`src/gpio_defines.svh`:
```
// register indices, reset values and widths of the general-purpose port logic
`ifndef GPIO_DEFINES_SVH
`define GPIO_DEFINES_SVH

// ==========================================
// register indices (byte address is four times the index)
`define GP_T_DATA      10'h240
`define GP_T_PIN       10'h241
`define GP_T_DIR       10'h242
`define GP_T_RSVD_A    10'h243
`define GP_T_PULL      10'h244
`define GP_T_POL       10'h245
`define GP_T_RSVD_B    10'h246
`define GP_T_RSVD_C    10'h247
`define GP_S_DATA      10'h248
`define GP_S_PIN       10'h249
`define GP_S_DIR       10'h24a
`define GP_S_RSVD      10'h24b
`define GP_S_PULL      10'h24c
`define GP_S_POL       10'h24d
`define GP_S_WOM       10'h24e
`define GP_ROUTE       10'h24f
`define GP_M_DATA      10'h250
`define GP_M_PIN       10'h251
`define GP_M_DIR       10'h252
`define GP_M_RSVD      10'h253
`define GP_M_PULL      10'h254
`define GP_M_POL       10'h255
`define GP_M_WOM       10'h256
`define GP_PKG         10'h257
`define GP_P_DATA      10'h258
`define GP_P_PIN       10'h259
`define GP_P_DIR       10'h25a
`define GP_P_RSVD      10'h25b
`define GP_P_PULL      10'h25c
`define GP_P_POL       10'h25d
`define GP_P_IE        10'h25e
`define GP_P_IF        10'h25f
`define GP_J_DATA      10'h268
`define GP_J_PIN       10'h269
`define GP_J_DIR       10'h26a
`define GP_J_PULL      10'h26b
`define GP_J_POL       10'h26c
`define GP_B_DATA      10'h270
`define GP_B_DIR       10'h271
`define GP_C_DATA      10'h272
`define GP_C_DIR       10'h273
`define GP_C_PULL      10'h274

// ==========================================
// reset values and field widths
`define GP_RESET_ZERO       8'h00
`define GP_RESET_S_PULL     8'hff
`define GP_J_DIR_MASK_RED   8'h0f
`define GP_J_DIR_MASK_FULL  8'hff
`define GP_PORT_WIDTH       8
`define GP_INDEX_MSB        11
`define GP_INDEX_LSB        2

`endif

```
`src/gpio_pkg.sv`:
```
// types shared by the general-purpose port logic
package gpio_pkg;

	// ==========================================
	// port numbering and register kinds
	localparam int NUM_PORTS = 7;
	localparam int PORT_B    = 0;
	localparam int PORT_C    = 1;
	localparam int PORT_T    = 2;
	localparam int PORT_S    = 3;
	localparam int PORT_M    = 4;
	localparam int PORT_P    = 5;
	localparam int PORT_J    = 6;

	typedef logic [7:0] port_byte_t;

	typedef enum logic [3:0] {
		KIND_NONE,
		KIND_DATA,
		KIND_PIN,
		KIND_DIR,
		KIND_PULL,
		KIND_POL,
		KIND_WOM,
		KIND_ROUTE,
		KIND_PKG,
		KIND_IE,
		KIND_IF,
		KIND_RSVD
	} reg_kind_t;

endpackage

```
`src/general_purpose_port_logic.sv`:
```
// general-purpose port logic: port registers, pin muxing and Avalon-MM slave
//
// How it works
// RL1 - port B direction bit one drives the pin, zero leaves it an input
// RL2 - port C data read picks its source per bit from the direction bit
// RL3 - port J input register always returns the synchronised pin level
// RL4 - reduced variant keeps port J direction bits 3-0 only, upper read zero
// RL5 - port S pull enable resets to all ones, package code to PACKAGE_CODE_RESET, all others reset to zero
// RL6 - every port pin is general-purpose I/O; the debug pin is not a port pin
// RL7 - a peripheral select per pin hands the pin to an on-chip peripheral
// RL8 - data read gives pin level for inputs, stored value for outputs
// RL9 - stored data reaches the pin only while it is a general-purpose output
`timescale 1ns/1ps
`include "gpio_defines.svh"

module general_purpose_port_logic
	import gpio_pkg::*;
#(
	parameter bit         REDUCED_VARIANT    = 1'b0,
	parameter int         PORT_WIDTH         = 8,
	parameter port_byte_t PACKAGE_CODE_RESET = 8'h00
) (
	input  wire logic                          mclk,
	input  wire logic                          rst_b,
	// avalon-mm slave
	input  wire logic [11:0]                   address,
	input  wire logic                          read,
	input  wire logic                          write,
	input  wire logic [31:0]                   writedata,
	input  wire logic [3:0]                    byteenable,
	output logic      [31:0]                   readdata,
	output logic                               waitrequest,
	// pins, one byte per port in order B C T S M P J
	input  wire logic [NUM_PORTS-1:0][7:0]     pin_in,
	output logic      [NUM_PORTS-1:0][7:0]     pin_out,
	output logic      [NUM_PORTS-1:0][7:0]     pin_oe,
	output logic      [NUM_PORTS-1:0][7:0]     pull_up_en,
	output logic      [NUM_PORTS-1:0][7:0]     pull_down_en,
	// peripheral sharing
	input  wire logic [NUM_PORTS-1:0][7:0]     periph_sel,
	input  wire logic [NUM_PORTS-1:0][7:0]     periph_out,
	input  wire logic [NUM_PORTS-1:0][7:0]     periph_oe,
	output logic      [NUM_PORTS-1:0][7:0]     periph_in,
	// storage-only registers and port P change status
	output logic      [7:0]                    pin_routing_select,
	output logic      [7:0]                    package_code,
	output logic                               port_p_change_pending
);

	// ==========================================
	// elaboration checks
	if (PORT_WIDTH != `GP_PORT_WIDTH) begin : g_width_check
		$error("port logic serves only 8-bit ports");
	end

	// ==========================================
	// register storage
	port_byte_t data_reg   [NUM_PORTS];
	port_byte_t dir_reg    [NUM_PORTS];
	port_byte_t pull_reg   [NUM_PORTS];
	port_byte_t pol_reg    [NUM_PORTS];
	port_byte_t wom_reg    [NUM_PORTS];
	port_byte_t sync_1     [NUM_PORTS];
	port_byte_t sync_2     [NUM_PORTS];
	port_byte_t p_level_d;
	port_byte_t p_irq_en;
	port_byte_t p_irq_flag;
	port_byte_t next_p_irq_flag;
	port_byte_t p_edge;
	port_byte_t j_dir_mask;
	port_byte_t wr_byte;
	port_byte_t next_readdata;

	// ==========================================
	// address decode
	logic [9:0] index;
	logic       hit;
	int         sel;
	reg_kind_t  kind;
	logic       ack;
	logic       wr_en;

	assign index      = address[`GP_INDEX_MSB:`GP_INDEX_LSB];
	assign wr_byte    = writedata[7:0];
	assign j_dir_mask = REDUCED_VARIANT ? `GP_J_DIR_MASK_RED : `GP_J_DIR_MASK_FULL;

	always_comb begin
		hit  = 1'b1;
		sel  = PORT_B;
		kind = KIND_NONE;
		unique case (index)
			`GP_T_DATA:   begin sel = PORT_T; kind = KIND_DATA; end
			`GP_T_PIN:    begin sel = PORT_T; kind = KIND_PIN;  end
			`GP_T_DIR:    begin sel = PORT_T; kind = KIND_DIR;  end
			`GP_T_RSVD_A: kind = KIND_RSVD;
			`GP_T_PULL:   begin sel = PORT_T; kind = KIND_PULL; end
			`GP_T_POL:    begin sel = PORT_T; kind = KIND_POL;  end
			`GP_T_RSVD_B: kind = KIND_RSVD;
			`GP_T_RSVD_C: kind = KIND_RSVD;
			`GP_S_DATA:   begin sel = PORT_S; kind = KIND_DATA; end
			`GP_S_PIN:    begin sel = PORT_S; kind = KIND_PIN;  end
			`GP_S_DIR:    begin sel = PORT_S; kind = KIND_DIR;  end
			`GP_S_RSVD:   kind = KIND_RSVD;
			`GP_S_PULL:   begin sel = PORT_S; kind = KIND_PULL; end
			`GP_S_POL:    begin sel = PORT_S; kind = KIND_POL;  end
			`GP_S_WOM:    begin sel = PORT_S; kind = KIND_WOM;  end
			`GP_ROUTE:    kind = KIND_ROUTE;
			`GP_M_DATA:   begin sel = PORT_M; kind = KIND_DATA; end
			`GP_M_PIN:    begin sel = PORT_M; kind = KIND_PIN;  end
			`GP_M_DIR:    begin sel = PORT_M; kind = KIND_DIR;  end
			`GP_M_RSVD:   kind = KIND_RSVD;
			`GP_M_PULL:   begin sel = PORT_M; kind = KIND_PULL; end
			`GP_M_POL:    begin sel = PORT_M; kind = KIND_POL;  end
			`GP_M_WOM:    begin sel = PORT_M; kind = KIND_WOM;  end
			`GP_PKG:      kind = KIND_PKG;
			`GP_P_DATA:   begin sel = PORT_P; kind = KIND_DATA; end
			`GP_P_PIN:    begin sel = PORT_P; kind = KIND_PIN;  end
			`GP_P_DIR:    begin sel = PORT_P; kind = KIND_DIR;  end
			`GP_P_RSVD:   kind = KIND_RSVD;
			`GP_P_PULL:   begin sel = PORT_P; kind = KIND_PULL; end
			`GP_P_POL:    begin sel = PORT_P; kind = KIND_POL;  end
			`GP_P_IE:     kind = KIND_IE;
			`GP_P_IF:     kind = KIND_IF;
			`GP_J_DATA:   begin sel = PORT_J; kind = KIND_DATA; end
			`GP_J_PIN:    begin sel = PORT_J; kind = KIND_PIN;  end
			`GP_J_DIR:    begin sel = PORT_J; kind = KIND_DIR;  end
			`GP_J_PULL:   begin sel = PORT_J; kind = KIND_PULL; end
			`GP_J_POL:    begin sel = PORT_J; kind = KIND_POL;  end
			`GP_B_DATA:   begin sel = PORT_B; kind = KIND_DATA; end
			`GP_B_DIR:    begin sel = PORT_B; kind = KIND_DIR;  end
			`GP_C_DATA:   begin sel = PORT_C; kind = KIND_DATA; end
			`GP_C_DIR:    begin sel = PORT_C; kind = KIND_DIR;  end
			`GP_C_PULL:   begin sel = PORT_C; kind = KIND_PULL; end
			default:      hit = 1'b0;
		endcase
		// misaligned byte addresses are treated as unmapped
		if (address[1:0] != 2'b00) begin
			hit  = 1'b0;
			kind = KIND_NONE;
		end
	end

	// ==========================================
	// bus handshake: one wait state on every access
	// the extra cycle lets read data come straight from a flip-flop
	always_ff @(posedge mclk or negedge rst_b) begin
		if (!rst_b) begin
			ack <= 1'b0;
		end else begin
			ack <= (read | write) & ~ack;
		end
	end

	assign waitrequest = (read | write) & ~ack;
	// writes take effect at the edge where waitrequest is seen low
	assign wr_en = write & ack & hit & byteenable[0];

	// ==========================================
	// read data mux
	always_comb begin
		next_readdata = 8'h00;
		unique case (kind)
			KIND_DATA: begin
				// per bit: outputs read back the latch, inputs read the pin
				next_readdata = (dir_reg[sel] & data_reg[sel])
					| (~dir_reg[sel] & sync_2[sel]); // RL2 RL8
			end
			KIND_PIN:   next_readdata = sync_2[sel]; // RL3
			KIND_DIR:   next_readdata = dir_reg[sel];
			KIND_PULL:  next_readdata = pull_reg[sel];
			KIND_POL:   next_readdata = pol_reg[sel];
			KIND_WOM:   next_readdata = wom_reg[sel];
			KIND_ROUTE: next_readdata = pin_routing_select;
			KIND_PKG:   next_readdata = package_code;
			KIND_IE:    next_readdata = p_irq_en;
			KIND_IF:    next_readdata = p_irq_flag;
			KIND_RSVD:  next_readdata = 8'h00;
			KIND_NONE:  next_readdata = 8'h00;
		endcase
	end

	always_ff @(posedge mclk or negedge rst_b) begin
		if (!rst_b) begin
			readdata <= 32'h0000_0000;
		end else if (read && !ack) begin
			readdata <= {24'h00_0000, next_readdata};
		end
	end

	// ==========================================
	// data and direction registers
	always_ff @(posedge mclk or negedge rst_b) begin
		if (!rst_b) begin
			for (int i = 0; i < NUM_PORTS; i++) begin
				data_reg[i] <= `GP_RESET_ZERO; // RL5
			end
		end else if (wr_en && kind == KIND_DATA) begin
			data_reg[sel] <= wr_byte; // RL9
		end
	end

	always_ff @(posedge mclk or negedge rst_b) begin
		if (!rst_b) begin
			for (int i = 0; i < NUM_PORTS; i++) begin
				dir_reg[i] <= `GP_RESET_ZERO; // RL4 RL5
			end
		end else if (wr_en && kind == KIND_DIR) begin
			if (sel == PORT_J) begin
				dir_reg[sel] <= wr_byte & j_dir_mask; // RL4
			end else begin
				dir_reg[sel] <= wr_byte; // RL1
			end
		end
	end

	// ==========================================
	// pull, polarity and wired-or registers
	always_ff @(posedge mclk or negedge rst_b) begin
		if (!rst_b) begin
			for (int i = 0; i < NUM_PORTS; i++) begin
				pull_reg[i] <= (i == PORT_S) ? `GP_RESET_S_PULL : `GP_RESET_ZERO; // RL5
			end
		end else if (wr_en && kind == KIND_PULL) begin
			pull_reg[sel] <= wr_byte;
		end
	end

	always_ff @(posedge mclk or negedge rst_b) begin
		if (!rst_b) begin
			for (int i = 0; i < NUM_PORTS; i++) begin
				pol_reg[i] <= `GP_RESET_ZERO; // RL5
			end
		end else if (wr_en && kind == KIND_POL) begin
			pol_reg[sel] <= wr_byte;
		end
	end

	always_ff @(posedge mclk or negedge rst_b) begin
		if (!rst_b) begin
			for (int i = 0; i < NUM_PORTS; i++) begin
				wom_reg[i] <= `GP_RESET_ZERO; // RL5
			end
		end else if (wr_en && kind == KIND_WOM) begin
			wom_reg[sel] <= wr_byte;
		end
	end

	// ==========================================
	// storage-only registers
	always_ff @(posedge mclk or negedge rst_b) begin
		if (!rst_b) begin
			pin_routing_select <= `GP_RESET_ZERO;
		end else if (wr_en && kind == KIND_ROUTE) begin
			pin_routing_select <= wr_byte;
		end
	end

	always_ff @(posedge mclk or negedge rst_b) begin
		if (!rst_b) begin
			package_code <= PACKAGE_CODE_RESET;
		end else if (wr_en && kind == KIND_PKG) begin
			package_code <= wr_byte;
		end
	end

	// ==========================================
	// port P pin-change flags
	// active edge follows the polarity bit: falling for zero, rising for one
	assign p_edge = (pol_reg[PORT_P] & sync_2[PORT_P] & ~p_level_d)
		| (~pol_reg[PORT_P] & ~sync_2[PORT_P] & p_level_d);

	always_ff @(posedge mclk or negedge rst_b) begin
		if (!rst_b) begin
			p_irq_en <= `GP_RESET_ZERO;
		end else if (wr_en && kind == KIND_IE) begin
			p_irq_en <= wr_byte;
		end
	end

	always_comb begin
		next_p_irq_flag = p_irq_flag;
		if (wr_en && kind == KIND_IF) begin
			next_p_irq_flag = p_irq_flag & ~wr_byte;
		end
		// a new edge in the clearing cycle is kept
		next_p_irq_flag = next_p_irq_flag | p_edge;
	end

	always_ff @(posedge mclk or negedge rst_b) begin
		if (!rst_b) begin
			p_irq_flag <= `GP_RESET_ZERO;
		end else begin
			p_irq_flag <= next_p_irq_flag;
		end
	end

	// resets like the synchroniser, so no false edge follows reset
	always_ff @(posedge mclk or negedge rst_b) begin
		if (!rst_b) begin
			p_level_d <= `GP_RESET_ZERO;
		end else begin
			p_level_d <= sync_2[PORT_P];
		end
	end

	always_ff @(posedge mclk or negedge rst_b) begin
		if (!rst_b) begin
			port_p_change_pending <= 1'b0;
		end else begin
			port_p_change_pending <= |(p_irq_flag & p_irq_en);
		end
	end

	// ==========================================
	// per-port pin logic
	// the debug pin is not among these ports, so it never sees port control
	for (genvar g = 0; g < NUM_PORTS; g++) begin : g_port
		port_byte_t gp_oe;
		port_byte_t next_oe;
		port_byte_t next_out;
		port_byte_t pull_on;

		// wired-or pins drive only low; a one leaves the pin to its pull
		assign gp_oe    = dir_reg[g] & ~(wom_reg[g] & data_reg[g]); // RL1 RL6
		assign next_oe  = (periph_sel[g] & periph_oe[g]) | (~periph_sel[g] & gp_oe); // RL7
		assign next_out = (periph_sel[g] & periph_out[g])
			| (~periph_sel[g] & data_reg[g]); // RL7 RL9
		// a pull never fights a driving output
		assign pull_on  = pull_reg[g] & ~next_oe;

		always_ff @(posedge mclk or negedge rst_b) begin
			if (!rst_b) begin
				sync_1[g] <= `GP_RESET_ZERO;
				sync_2[g] <= `GP_RESET_ZERO;
			end else begin
				sync_1[g] <= pin_in[g];
				sync_2[g] <= sync_1[g];
			end
		end

		always_ff @(posedge mclk or negedge rst_b) begin
			if (!rst_b) begin
				pin_out[g] <= `GP_RESET_ZERO;
			end else begin
				pin_out[g] <= next_out;
			end
		end

		always_ff @(posedge mclk or negedge rst_b) begin
			if (!rst_b) begin
				pin_oe[g] <= `GP_RESET_ZERO;
			end else begin
				pin_oe[g] <= next_oe;
			end
		end

		always_ff @(posedge mclk or negedge rst_b) begin
			if (!rst_b) begin
				pull_up_en[g] <= `GP_RESET_ZERO;
			end else begin
				pull_up_en[g] <= pull_on & ~pol_reg[g];
			end
		end

		always_ff @(posedge mclk or negedge rst_b) begin
			if (!rst_b) begin
				pull_down_en[g] <= `GP_RESET_ZERO;
			end else begin
				pull_down_en[g] <= pull_on & pol_reg[g];
			end
		end

		assign periph_in[g] = sync_2[g]; // RL7
	end

endmodule // general_purpose_port_logic

```
`config.mk`:
```
export PLATFORM = sky130hd
export DESIGN_NAME = general_purpose_port_logic
export DESIGN_NICKNAME = d
export VERILOG_FILES = /design/src/gpio_pkg.sv /design/src/general_purpose_port_logic.sv
export VERILOG_INCLUDE_DIRS = /design/src
export SDC_FILE = /design/constraint.sdc
export NUM_CORES = 1
export LEC_CHECK = 0
export BUFFER_PORTS_ARGS = -buffer_cell sky130_fd_sc_hd__buf_4
export CORE_AREA = 2 2 239 241
export CTS_CLUSTER_DIAMETER = 80
export CTS_CLUSTER_SIZE = 25
export DETAILED_ROUTE_END_ITERATION = 12
export DIE_AREA = 0 0 241 243
export PLACE_DENSITY = 0.77
export SYNTH_ARGS = -nofsm -noshare
export SYNTH_HDL_FRONTEND = slang
export SYNTH_SLANG_ARGS = --single-unit
```
`constraint.sdc`:
```
create_clock -name mclk -period 3.6 [get_ports mclk]
set_input_delay 0.54 -clock mclk [delete_from_list [all_inputs] [get_ports mclk]]
set_output_delay 0.54 -clock mclk [all_outputs]
set_load 0.01 [all_outputs]
```
# ---- Word level (Yosys, flattened, before mapping)
# Index checks and enable logic that the tools add are counted.
dict set report classes {
  muxes 32
  reduce_logical 30
  bitwise_logic 127
  n_lt_le_gt_ge 2
  eq_ne 53
}
# cell n
set op_table {}
lappend op_table {{$and A8 B8 Y8} 71}
lappend op_table {{$eq A10 B10 Y1 const B} 42}
lappend op_table {{$bwmux W56} 5}
lappend op_table {{$not A8 Y8} 32}
lappend op_table {{$bmux W8 S3} 6}
lappend op_table {{$or A8 B8 Y8} 17}
lappend op_table {{$mux W8} 14}
lappend op_table {{$pmux W8 S11} 1}
lappend op_table {{$pmux W4 S11} 1}
lappend op_table {{$reduce_or A42 Y1} 1}
lappend op_table {{$ge A32 B4 Y1 const B} 1}
lappend op_table {{$lt A32 B1 Y1 const B} 1}
lappend op_table {{$not A32 Y32} 1}
lappend op_table {{$reduce_or A5 Y1} 5}
lappend op_table {{$demux W8 S3} 1}
lappend op_table {{$reduce_or A6 Y1} 4}
lappend op_table {{$pmux W3 S6} 1}
lappend op_table {{$eq A4 B3 Y1 const B} 4}
lappend op_table {{$eq A4 B4 Y1 const B} 4}
lappend op_table {{$reduce_or A7 Y1} 2}
lappend op_table {{$logic_and A1 B1 Y1} 11}
lappend op_table {{$eq A4 B2 Y1 const B} 2}
lappend op_table {{$reduce_or A8 Y1} 1}
lappend op_table {{$and A1 B1 Y1} 4}
lappend op_table {{other kinds (10)} 12}
dict set report totals {
  ff_bits 666
}

# ---- Logic depth before layout (Yosys ltp)
dict set report logic_depth {
  word_depth 11
  ltp_mapped 13
}

# ---- Worst setup path after synthesis
# No wires, ideal clock.
dict set report synth_path {
  kind {input-to-reg}
  startpoint {in address[6]}
  endpoint {reg dir_reg[0] in the netlist's numbering}
  required_ns 3.475
  slack_ns 0.921
  arrival_time_ns 2.554
  stages 10
  cell_sequence {buf_2 xor2_1 o2111a_1 o31ai_1 nand2b_1 nor2_2 and2_4 buf_12 nand2_8 mux2_4}
}
dict set report synth_between {
  elab_chain_cells 9
  word_cells_on_any_way 72
}
# item line
set synth_lines {}
lappend synth_lines {{from (decl)} general_purpose_port_logic.sv:26} ;# input wire logic [11:0] address,
lappend synth_lines {{$eq A10 B10 Y1} general_purpose_port_logic.sv:91} ;# unique case (index)
lappend synth_lines {{$reduce_or A6 Y1 (no source line) (tied with other cells)} -}
lappend synth_lines {{$pmux W3 S6} general_purpose_port_logic.sv:91}
lappend synth_lines {{$not A32 Y32 (not written as such)} {general_purpose_port_logic.sv:209, general_purpose_port_logic.sv:211}}
lappend synth_lines {{$ge A32 B4 Y1 (not written as such) or $lt A32 B1 Y1 (tied branches)} {general_purpose_port_logic.sv:209, general_purpose_port_logic.sv:211}}
lappend synth_lines {{$logic_and A1 B1 Y1 (not written as such)} {general_purpose_port_logic.sv:209, general_purpose_port_logic.sv:211}}
lappend synth_lines {{$mux W8 (not written as such)} {general_purpose_port_logic.sv:209, general_purpose_port_logic.sv:211}}
lappend synth_lines {{$demux W8 S3} {general_purpose_port_logic.sv:209, general_purpose_port_logic.sv:211}}
lappend synth_lines {{$bwmux W56} {general_purpose_port_logic.sv:209, general_purpose_port_logic.sv:211}}
lappend synth_lines {{to (signal, indexed assignment)} general_purpose_port_logic.sv:205} ;# dir_reg[i] <= `GP_RESET_ZERO;
lappend synth_lines {{to (signal, indexed assignment)} general_purpose_port_logic.sv:209} ;# dir_reg[sel] <= wr_byte & j_dir_mask;
lappend synth_lines {{to (signal, indexed assignment)} general_purpose_port_logic.sv:211} ;# dir_reg[sel] <= wr_byte;
lappend synth_lines {{to (decl)} general_purpose_port_logic.sv:59} ;# port_byte_t dir_reg [NUM_PORTS];
# Parallel ways exist; a longest one is shown, timed or not.
# A chain may end at the register's enable or synchronous reset.

# ---- Worst setup path after layout
dict set report layout_path {
  startpoint {in address[5]}
  endpoint {reg readdata[2]}
}
dict set report layout_between {
  elab_chain_cells 11
  word_cells_on_any_way 95
}
# item line
set layout_lines {}
lappend layout_lines {{$eq A10 B10 Y1} general_purpose_port_logic.sv:91}
lappend layout_lines {{$reduce_or A6 Y1 (no source line) (tied with other cells)} -}
lappend layout_lines {{$pmux W3 S6} general_purpose_port_logic.sv:91}
lappend layout_lines {{$not A32 Y32 (not written as such)} -}
lappend layout_lines {{$bmux W8 S3} {general_purpose_port_logic.sv:165, general_purpose_port_logic.sv:166, general_purpose_port_logic.sv:169}}
lappend layout_lines {{$mux W8 (not written as such) (2 in a row)} {general_purpose_port_logic.sv:165, general_purpose_port_logic.sv:166, general_purpose_port_logic.sv:169}}
lappend layout_lines {{$not A8 Y8} general_purpose_port_logic.sv:166} ;# | (~dir_reg[sel] & sync_2[sel]);
lappend layout_lines {{$and A8 B8 Y8} general_purpose_port_logic.sv:166}
lappend layout_lines {{$or A8 B8 Y8} general_purpose_port_logic.sv:166}
lappend layout_lines {{$pmux W8 S11 *} general_purpose_port_logic.sv:162} ;# unique case (kind)
lappend layout_lines {{to (signal assigned)} general_purpose_port_logic.sv:186} ;# readdata <= {24'h00_0000, next_readdata};
lappend layout_lines {{to (decl)} general_purpose_port_logic.sv:31} ;# output logic [31:0] readdata,
# Every way passes the cells marked *; elsewhere a longest branch is shown, timed or not. The select of a mux whose other input is x is not followed.

==> flow_metrics.tcl <==
set metrics [dict create \
    clk_pin_slew_worst_paths_ns 0.10 \
    dr.first_iter.drc_count 1865 \
    place_area_sq_um 32200 \
    endpoint_kind "register" \
    finalWirelength_mm 94.1 \
    ys_ff_latch 666 \
    max-vdd-ir-drop_v 0.000482 \
    grt_pass1_wl_mm 136 \
    power_density_nw_per_um2 403 \
    gp_congestion 0.962 \
    min_period_ns 2.88 \
    status "finished, violations left" \
    antenna_left 0 \
    drt_pre_antenna_iters 5 \
    final_nets 2987 \
    rsz0062_at_grt "no" \
    cts.sinks 666 \
    drv_cap 0 \
    overflow 0 \
    syn-cell-area_sq_um 26900 \
    synth_area_leaders "dfrtp_1 61%, mux2_2 9.3%, nand2_1 3.1%, mux2_4 2.7%, nor2_1 2.3%" \
    synth_top_area_frac 0.612 \
    syn_inst 2173 \
    critPathLaunchType "input pin" \
    grt_max_degree 95 \
    cts_buffers 35 \
    path_class "input pin to register" \
    setup_viol 0 \
    ys_dominant_reg_cell "dfrtp_1" \
    clockPowerShare 0.347 \
    wl_per_cell_um 27.0 \
    p_comb_frac 0.080 \
    die_y_um 243 \
    cp-startpoint "address[5]" \
    synth_seq_area_share 0.620 \
    hold_ws_ns -0.0168 \
    io_pins 606 \
    route.detailed.drc 0 \
    tightestPinTransition_ns 0.850 \
    dr_total_vias 20210 \
    p_int_mw 10.2 \
    post_cts_buffers 0 \
    yosysWarnings 0 \
    synth_edf_count 0 \
    io_buffer_count 554 \
    grt_pass1_vias 20467 \
    die_area_sq_um 58600 \
    clock_latency_ns 0.60 \
    crit_path_max_fanout 32 \
    final_util 0.595 \
    synth_largest_area_cell "dfrtp_1" \
    switchingPower_mw 3.23 \
    r2r_cells 5 \
    hold_viol_final 2 \
    r2r_slack_ns 1.54 \
    tns_ns 0 \
    slew_headroom 0.433 \
    drive_gt1_frac 0.381 \
    postCtsHoldBufs 0 \
    synth.avg_cell_area_sq_um 12.4 \
    antenna_found_initial 0 \
    swShare 0.240 \
    clock-root-buffer "clkbuf_16" \
    grt_usage 0.321 \
    async_reset_ff_frac 1.00 \
    hpwlAfterDp_mm 69.1 \
    fmax_mhz 347 \
    die_w_um 241 \
    ctsHtreeMaxLevel 2 \
    power_mw 13.4 \
    hp-class "input pin to async pin" \
    pwr-share-seq 0.573 \
    finalCritPeriodShare 0.800 \
    tritoncts "yes" \
    p_leak_nw 17.2 \
    vias_per_cell 5.79 \
    report.final.slew_viol_count 0 \
    crit_required_ns 4.06 \
    ys_types 89 \
    start_util 0.481 \
    synthTopCellsByCount "658 x dfrtp_1, 223 x mux2_2, 222 x nand2_1, 165 x nor2_1, 108 x clkbuf_1" \
    crit_arrival_ns 3.34 \
    core_area_sq_um 56000 \
    synth_most_common_cell "dfrtp_1" \
    r2r_end "p_irq_en[6]" \
    finClkSkew_ns 0.0249 \
    fin_area_sq_um 33300 \
    rr_startpoint "ack" \
    clock_path_buffers 3 \
    violations "negative hold slack" \
    cts-resized-gates 0 \
    area_delta_synth_final_pct 23.8 \
    num_rows 87 \
]
## layout by cell type, fill, tap and decap left out, types with 30 or more instances in the layout
master     count
and3_1        60
o21ai_0       30
buf_4        640
nor2_1       165
a21oi_1       95
clkbuf_16     37
inv_1         70
mux2_4        48
o22ai_1       60
mux2_2       223
dfrtp_1      658
nand2_1      222
## cell type report
class                   count  area (sq um)
fillers                  4604         22600
clock buffers              47           973
multi-input cells        1285          9240
flip-flops and latches    666         16700
diodes                      1          2.50
repair buffers            653          5060
inverters                  70           263
clock inverters            11           151
well taps                 756           946
## per-stage QoR
step | worst slack, ns | instances
4_1_cts | 0.807 | 3488
6_report | 0.718 | 3489
5_1_grt | 0.652 | 3488
2_1_floorplan | 0.921 | 2196
3_3_place_gp | 0.241 | 3430
3_5_place_dp | 0.184 | 3430
## kinds of logic (layout without fill, tap and decap cells)
group / after synthesis / in the layout / synth area share
multiplexers: 298 / 298 / 0.131
flip-flops: 666 / 666 / 0.620
buffers and inverters: 245 / 781 / 0.0415
XOR/XNOR: 2 / 2 / 0.000651
AO/OA/AOI/OAI: 360 / 360 / 0.0924
other: 1 / 25 / 0.000139
AND/OR/NAND/NOR: 601 / 601 / 0.114
## worst max path at each step
stage,end,slack (ns)
after floorplan,dir_reg[0],0.92
after global placement,pol_reg[26],0.24
after detailed placement,readdata[7],0.18
after CTS,readdata[7],0.81
after global routing,readdata[7],0.65
final,readdata[2],0.72
## per-layer routing
metal  routed length, um  up-vias  track usage
met1               36500    10298        0.417
li1                    -     8596            -
met3                9260      249       0.0880
met4                4740        0        0.146
met5                   0        -            0
met2               43700     1067        0.500
## worst max-delay path: stages
cell and delay [ns]:
buf_4 0.35, inv_1 0.20, nor3_1 0.43, o21a_1 0.32
nand2_1 0.12, and4_1 0.41, a222oi_1 0.58, nand4_1 0.19
o221a_2 0.16
## power by group through the flow
stage | clock [mW] | combinational (mW) | sequential, mW
final | 4.66 | 1.07 | 7.70
after global routing | 5.00 | 1.15 | 7.72
after CTS | 4.73 | 1.07 | 7.70
after detailed placement | 0 | 1.07 | 7.85
after global placement | 0 | 1.05 | 7.84
after floorplan | 0 | 0.295 | 7.88
(Power assumes the default switching activity.)
